### config.mk
export PLATFORM = sky130hd
export DESIGN_NAME = windowed_watchdog_regs
export DESIGN_NICKNAME = d
export VERILOG_FILES = /design/src/verilog/windowed_watchdog_regs.v /design/src/verilog/windowed_watchdog_window_check.v
export VERILOG_INCLUDE_DIRS = /design/src /design/src/verilog
export SDC_FILE = /design/constraint.sdc
export NUM_CORES = 1
export LEC_CHECK = 0
export BUFFER_PORTS_ARGS = -buffer_cell sky130_fd_sc_hd__clkbuf_2
export CAP_MARGIN = 20
export CORE_ASPECT_RATIO = 2
export CORE_MARGIN = 2
export CORE_UTILIZATION = 55
export DETAILED_ROUTE_END_ITERATION = 10
export PLACE_DENSITY = 0.76
export SLEW_MARGIN = 20
export SYNTH_ARGS = -nofsm -noshare
export SYNTH_HDL_FRONTEND = slang
export SYNTH_SLANG_ARGS = --single-unit
### constraint.sdc
create_clock -name clk_i -period 2.5 [get_ports clk_i]
set_clock_uncertainty 0.1 [all_clocks]
set_input_delay 0.5 -clock clk_i [delete_from_list [all_inputs] [get_ports clk_i]]
set_output_delay 0.5 -clock clk_i [all_outputs]
set_load 0.02 [all_outputs]
### src/verilog/windowed_watchdog_defines.vh
// register offsets, field positions, reset values and codes for the windowed watchdog registers
`ifndef WINDOWED_WATCHDOG_DEFINES_VH
`define WINDOWED_WATCHDOG_DEFINES_VH

`define ADDR_PRESCALE_AND_ENABLE   12'h078
`define ADDR_CLOCK_AND_WINDOW      12'h079
`define ADDR_PRESCALE_COUNT_LOW    12'h07A
`define ADDR_PRESCALE_COUNT_HIGH   12'h07B
`define ADDR_WINDOW_COUNTER_STATUS 12'h07C
`define ADDR_IRQ_STATUS            12'h07D
`define ADDR_IRQ_MASK              12'h07E

`define CS_LSB                     4
`define CS_MSB                     6
`define WINDOW_LSB                 0
`define WINDOW_MSB                 2
`define STATUS_ARMED_BIT           2

`define FUSE_SOFTWARE_CTRL         3'h7
`define CS_RESET                   3'h0
`define CS_LOW_FREQ_INTERNAL_OSC   3'h0
`define CS_MID_FREQ_INTERNAL_OSC   3'h1
`define CS_SECONDARY_OSC           3'h2
`define CS_EXTERNAL_OSC            3'h3
`define WINDOW_FULL_OPEN           3'h7
`define PS_RESET_DEFAULT           5'h0B
`define CPS_SOFTWARE_CTRL          5'h1F

`define IRQ_VIOLATION_BIT          0
`define IRQ_TIMEOUT_BIT            1
`define IRQ_WIDTH                  2

`endif

### src/verilog/windowed_watchdog_regs.v
// register file and counter of the windowed watchdog, on a classic wishbone slave
`timescale 1ns/1ps
`include "windowed_watchdog_defines.vh"

module windowed_watchdog_regs (
    input  wire        clk_i,                 // system clock, 40 MHz
    input  wire        rst_i,                 // synchronous reset, active high
    input  wire [11:0] adr_i,                 // wishbone byte address
    input  wire [7:0]  dat_i,                 // wishbone write data
    output reg  [7:0]  dat_o,                 // wishbone read data
    input  wire        we_i,                  // wishbone write enable
    input  wire        sel_i,                 // wishbone byte select
    input  wire        cyc_i,                 // wishbone cycle
    input  wire        stb_i,                 // wishbone strobe
    output reg         ack_o,                 // wishbone acknowledge
    input  wire [2:0]  clock_source_fuse_i,   // clock source configuration fuse
    input  wire [2:0]  window_size_fuse_i,    // window configuration fuse
    input  wire [4:0]  prescale_fuse_i,       // time-out prescale configuration fuse
    input  wire        watchdog_active_i,     // watchdog enabled by the mode logic
    input  wire        windowed_mode_i,       // windowed clearing in force
    input  wire        tick_i,                // one pulse per tick of the selected clock
    input  wire        clear_watchdog_i,      // clear instruction executed, one pulse
    output wire [2:0]  clock_source_o,        // selected watchdog clock source
    output wire [4:0]  timeout_prescale_o,    // time-out prescale setting
    output wire        software_enable_o,     // software watchdog enable
    output reg         reset_request_o,       // one-cycle reset request
    output wire        irq_o                  // level interrupt
);

    reg  [4:0]  timeout_prescale_reg;
    reg         software_enable_reg;
    reg  [2:0]  clock_source_reg;
    reg  [2:0]  window_reg;
    reg  [17:0] prescale_count_reg;
    reg  [4:0]  window_counter_reg;
    reg         armed_reg;
    reg  [`IRQ_WIDTH-1:0] irq_status_reg;
    reg  [`IRQ_WIDTH-1:0] irq_mask_reg;
    reg  [`IRQ_WIDTH-1:0] irq_event;
    reg  [7:0]  read_data_next;
    reg  [17:0] prescale_count_next;
    reg  [4:0]  window_counter_next;
    reg         armed_next;

    wire        bus_req;
    wire        wr_strobe;
    wire        rd_strobe;
    wire        cs_writable;
    wire        window_writable;
    wire        prescale_writable;
    wire [2:0]  window_effective;
    wire        window_open;
    wire        control_write;
    wire        violation;
    wire        timeout;
    wire [4:0]  prescale_reset_value;
    wire [22:0] full_count;

    assign bus_req   = cyc_i & stb_i & ~ack_o;
    assign wr_strobe = bus_req & we_i & sel_i;
    assign rd_strobe = bus_req & ~we_i;

    assign cs_writable       = (clock_source_fuse_i == `FUSE_SOFTWARE_CTRL);
    assign window_writable   = (window_size_fuse_i == `FUSE_SOFTWARE_CTRL);
    assign prescale_writable = (prescale_fuse_i == `CPS_SOFTWARE_CTRL);
    assign prescale_reset_value = prescale_writable ? `PS_RESET_DEFAULT : prescale_fuse_i;

    // fuse value overrides the field unless the fuse hands control to software
    assign window_effective = window_writable ? window_reg : window_size_fuse_i;

    assign clock_source_o     = clock_source_reg;
    assign timeout_prescale_o = timeout_prescale_reg;
    assign software_enable_o  = software_enable_reg;

    windowed_watchdog_window_check window_check (
        .window_code_i    (window_effective),
        .window_counter_i (window_counter_reg),
        .window_open_o    (window_open)
    );

    assign control_write = wr_strobe &&
                           ((adr_i == `ADDR_PRESCALE_AND_ENABLE) ||
                            (adr_i == `ADDR_CLOCK_AND_WINDOW));

    // clearing unarmed, or while the window is closed, is a violation
    assign violation = watchdog_active_i & windowed_mode_i & clear_watchdog_i &
                       (~armed_reg | ~window_open);

    // time-out when the combined window counter and prescale count reaches the end of the selected interval
    assign full_count = {window_counter_reg, prescale_count_reg};
    assign timeout    = watchdog_active_i & tick_i &
                        (full_count == timeout_mask(timeout_prescale_reg));

    // count value at which the selected interval ends, 1:32 at code 0
    function [22:0] timeout_mask;
        input [4:0] ps;
        reg   [4:0] sel;
        begin
            sel = (ps > 5'h12) ? 5'h00 : ps;
            timeout_mask = (23'h00001F << sel) | 23'h00001F;
        end
    endfunction

    always @*
    begin
        prescale_count_next = prescale_count_reg;
        window_counter_next = window_counter_reg;
        armed_next          = armed_reg;
        if (rd_strobe && (adr_i == `ADDR_PRESCALE_AND_ENABLE))
            armed_next = 1'b1;
        if (control_write || clear_watchdog_i || !watchdog_active_i || timeout)
        begin
            prescale_count_next = 18'h00000;
            window_counter_next = 5'h00;
            armed_next          = 1'b0;
        end
        else if (tick_i)
        begin
            {window_counter_next, prescale_count_next} = full_count + 23'h000001;
        end
    end

    always @*
    begin
        irq_event = {`IRQ_WIDTH{1'b0}};
        irq_event[`IRQ_VIOLATION_BIT] = violation;
        irq_event[`IRQ_TIMEOUT_BIT]   = timeout;
    end

    always @*
    begin
        read_data_next = 8'h00;
        if (adr_i == `ADDR_PRESCALE_AND_ENABLE)
            read_data_next = {2'b00, timeout_prescale_reg, software_enable_reg};
        else if (adr_i == `ADDR_CLOCK_AND_WINDOW)
            read_data_next = {1'b0, clock_source_reg, 1'b0, window_reg};
        else if (adr_i == `ADDR_PRESCALE_COUNT_LOW)
            read_data_next = prescale_count_reg[7:0];
        else if (adr_i == `ADDR_PRESCALE_COUNT_HIGH)
            read_data_next = prescale_count_reg[15:8];
        else if (adr_i == `ADDR_WINDOW_COUNTER_STATUS)
            read_data_next = {window_counter_reg, armed_reg,
                              prescale_count_reg[17:16]};
        else if (adr_i == `ADDR_IRQ_STATUS)
            read_data_next = {6'h00, irq_status_reg};
        else if (adr_i == `ADDR_IRQ_MASK)
            read_data_next = {6'h00, irq_mask_reg};
    end

    always @(posedge clk_i)
    begin
        if (rst_i)
        begin
            ack_o <= 1'b0;
            dat_o <= 8'h00;
        end
        else
        begin
            ack_o <= bus_req;
            dat_o <= rd_strobe ? read_data_next : 8'h00;
        end
    end

    always @(posedge clk_i)
    begin
        if (rst_i)
        begin
            timeout_prescale_reg <= prescale_reset_value;
            software_enable_reg  <= 1'b0;
            clock_source_reg     <= cs_writable ? `CS_RESET : clock_source_fuse_i;
            window_reg           <= window_size_fuse_i;
        end
        else if (wr_strobe && (adr_i == `ADDR_PRESCALE_AND_ENABLE))
        begin
            if (prescale_writable)
                timeout_prescale_reg <= dat_i[5:1];
            software_enable_reg <= dat_i[0];
        end
        else if (wr_strobe && (adr_i == `ADDR_CLOCK_AND_WINDOW))
        begin
            if (cs_writable)
                clock_source_reg <= dat_i[`CS_MSB:`CS_LSB];
            if (window_writable)
                window_reg <= dat_i[`WINDOW_MSB:`WINDOW_LSB];
        end
    end

    // counters and status take no bus write data; control register writes clear them and a read of the first control register arms
    always @(posedge clk_i)
    begin
        if (rst_i)
        begin
            prescale_count_reg <= 18'h00000;
            window_counter_reg <= 5'h00;
            armed_reg          <= 1'b0;
            reset_request_o    <= 1'b0;
        end
        else
        begin
            prescale_count_reg <= prescale_count_next;
            window_counter_reg <= window_counter_next;
            armed_reg          <= armed_next;
            reset_request_o    <= violation | timeout;
        end
    end

    // set wins over a write-one-to-clear in the same cycle
    always @(posedge clk_i)
    begin
        if (rst_i)
        begin
            irq_status_reg <= {`IRQ_WIDTH{1'b0}};
            irq_mask_reg   <= {`IRQ_WIDTH{1'b0}};
        end
        else
        begin
            if (wr_strobe && (adr_i == `ADDR_IRQ_STATUS))
                irq_status_reg <= (irq_status_reg & ~dat_i[`IRQ_WIDTH-1:0]) | irq_event;
            else
                irq_status_reg <= irq_status_reg | irq_event;
            if (wr_strobe && (adr_i == `ADDR_IRQ_MASK))
                irq_mask_reg <= dat_i[`IRQ_WIDTH-1:0];
        end
    end

    assign irq_o = |(irq_status_reg & irq_mask_reg);

endmodule

### src/verilog/windowed_watchdog_window_check.v
// window-open decoder comparing the window counter against the selected window code
`timescale 1ns/1ps
`include "windowed_watchdog_defines.vh"

module windowed_watchdog_window_check (
    input  wire [2:0] window_code_i,   // effective window size code
    input  wire [4:0] window_counter_i, // current 5-bit window counter
    output wire       window_open_o     // high while clearing is allowed
);

    // threshold is four steps of the counter per eighth of the period
    function [4:0] open_threshold;
        input [2:0] code;
        begin
            open_threshold = {(`WINDOW_FULL_OPEN - code), 2'b00};
        end
    endfunction

    assign window_open_o = (window_counter_i >= open_threshold(window_code_i));

endmodule

==> flow_summary.toml <==
[power_and_ir_drop]
peakVddDrop_uv = 476.9
cellPowerDensity_nw_per_um2 = 479.8
power_switching_share_pct = 29.19
switching_power_uw = 578.9
power_frac_seq_pct = 43.6
power_frac_comb_pct = 20.2
p_leak_uw = 0.001794
internal_power_uw = 1405
clockPowerShare_pct = 36.2
power.total_uw = 1983

[final_layout]
drive_gt1_share_pct = 26.26
final_common_cell = "clkbuf_2"
fill_cells = 509
final_cell_mix = "59 x clkbuf_2, 44 x nand2_1, 39 x dfxtp_1"
largest_reg_flops = 18
syn_to_final_growth_pct = 21.47
finalNetCount = 539
final_core_util_pct = 68.83
antenna_cells = 0

[route]
drt-initial-drc-count = 181
via_per_inst = 6.262
ant_nets = 0
first_pass_iters = 4
wl_per_cell_um = 18.58
vias = 3494
drc_errors = 0
wirelength_um = 10370

[worst_setup_path]
r2r-start = "timeout_prescale_o[0]"
cp_max_fo = 6
slowest_delay_ns = 0.50
startpoint_type = "flip-flop"
critPathCapture = "armed_reg"
reg2reg_slack_ns = 0.11
cp.depth = 7
path_delay_family = "simple AND/OR/NAND/NOR gates"
path_cells = "buf_4, and3_4, o31ai_1, nand2_1, or4_4, nor4_4, nor4_1"
critPathArrivalTime_ns = 2.47
cp.required_ns = 2.58
rr_worst_depth = 7
slowest_stage = "or4_4"
timing.rr.end = "armed_reg"
setup.worst_path.start = "timeout_prescale_o[0]"
criticalPathCategory = "reg -> reg"
end_kind = "flip-flop"
crit_buf_inv = 1

[floorplan]
io_pins = 61
die_x_um = 59.62
dieArea_um2 = 6871
die_y_um = 115.2
rows = 40
initial_core_util_pct = 56.67
core-area_um2 = 6006

[timing]
fin_crit_ns = 2.388
fin_crit_sh_pct = 95.52
holdWs_ns = 0.3556
final-max-slew-violation-count = 0
setup_tns_ns = 0
tightestPinTransition_ns = 0.5429
max_freq_mhz = 418.8
timing.final.ws_setup_ns = 0.1121
rsz0062_at_grt = "no"
setup_viol = 0
final-hold-violation-count = 0
maxSlewHeadroom_pct = 63.80

[clock_tree]
cts-buffers-inserted = 5
h-tree-depth = 2
clockBufferDepth = 2
cts_tree = "done"
clkSinkCount = 50
clk-insertion-delay-late_ns = 0.30
cts_root_buf = "clkbuf_16"
postCtsHoldBufs = 0
clk_pin_slew_ns = 0.07

[global_route]
first_global_vias = 3357
grt_max_degree = 25
grt_util_all_layers_pct = 31.75
grt_pass1_wl_um = 16140
antenna_found_initial = 0
grt-ovfl-total = 0

[synth]
syn_avg_cell_area_um2 = 8.181
synth_edf_count = 11
syn_nets = 461
synth_seq_cells = 50
yosys_warnings = 0
yosys.area.top_type_share_pct = 22.94
synth_cells = 416
synth_area_leader_cell = "dfxtp_1"
synth_cell_types = 74
ys_seq_area_share_pct = 32.65
synth_area_um2 = 3403
async_flop_share_pct = 0
synth_ff_type = "dfxtp_1"
synthTopCellsByArea = "dfxtp_1 23%, edfxtp_1 9.7%, and3_1 5.0%, xnor2_1 4.9%, nand2_1 4.9%"

[placed_design]
dpl.hpwl_um = 8112
routabilityCongestion = 0.9609
place_worst_setup_slack_ns = 0.09755
buffer_ports.inserted = 59

[flow_run]
cap_violations = 0

[hold_path]
min_from = "dat_i[0]"
holdCritPathClass = "in -> reg"

[run_status]
status = "finished clean"
-- power by group through the flow --
stage	combinational (uW)	sequential [uW]	clock, uW
after global placement	360	883	0
final	401	864	718
after global routing	433	866	751
after detailed placement	369	883	0
after floorplan	223	896	0
after CTS	370	865	715
-- area by class of cell --
cell class | instances | area, um2 | share of cell area [%]
multi-input combinational | 326 | 2161 | 52.27
sequential | 50 | 1111 | 26.88
timing repair buffer | 96 | 573.1 | 13.86
clock buffer | 5 | 125.1 | 3.027
tap | 63 | 78.83 | 1.907
inverter | 15 | 56.30 | 1.362
clock inverter | 3 | 28.78 | 0.6961
-- cell usage after synthesis (3+ instances only) --
| cell | number |
|---|---|
| nand2_1 | 44 |
| nor4_1 | 6 |
| clkbuf_1 | 14 |
| buf_2 | 5 |
| nand3_1 | 11 |
| dfxtp_1 | 39 |
| inv_1 | 14 |
| xnor2_1 | 19 |
| buf_4 | 3 |
| or3_1 | 4 |
| and2_1 | 3 |
| o21a_1 | 5 |
| mux2i_1 | 9 |
| ha_1 | 4 |
| nand2b_1 | 7 |
| nor4b_1 | 4 |
| and4_1 | 6 |
| or4_1 | 3 |
| a21oi_1 | 12 |
| nor2_1 | 33 |
| nand4_1 | 15 |
| o21ai_0 | 18 |
| mux2_2 | 3 |
| nor3b_1 | 6 |
| and3_1 | 27 |
| nor2b_1 | 7 |
| nor3_1 | 15 |
| edfxtp_1 | 11 |
| xor2_1 | 9 |
| a31oi_1 | 4 |
-- worst min-delay path by stage --
| stage | depth (start not counted) | slack, ns | endpoint |
|---|---|---|---|
| after floorplan | 2 | 0.37 | irq_status_reg[1] |
| after CTS | 3 | 0.36 | software_enable_o |
| final | 3 | 0.36 | software_enable_o |
| after global placement | 2 | 0.38 | irq_status_reg[1] |
| after global routing | 3 | 0.38 | software_enable_o |
| after detailed placement | 2 | 0.39 | irq_status_reg[0] |
-- routing by layer --
layer | track usage, % | part of all wire, %
met1 | 31.26 | 34
met3 | 5.287 | 4.2
met4 | 26.96 | 9.4
met5 | 0 | 0
met2 | 54.80 | 52
-- tightest hold or removal path: stages --
cell	delay, ns
clkbuf_2	0.09
mux2i_1	0.06
nor2_1	0.07
-- metrics by stage --
stage / instances / area [um2]
floorplan: 416 / 3403
CTS: 554 / 4053
global route: 558 / 4134
global placement: 546 / 3899
finish: 558 / 4134
detailed placement: 546 / 3899
-- logic make-up after synthesis --
group           count (synthesis)  share of synthesized area, %
compound gates                 76                         16.03
mux                            12                         3.640
xor+xnor                       28                         7.206
fa+ha+maj                       4                         1.471
buf+inv                        40                         5.367
simple gates                  206                         33.64
flops                          50                         32.65
-- repair_timing --
item | 4_1_cts | 5_1_grt
gates resized for setup | 0 | 9
endpoints found under the setup margin | 0 | 24
hold endpoints to repair | 0 | 0
setup buffers | 0 | 4
Note: power is estimated with default switching activity, not from simulation.
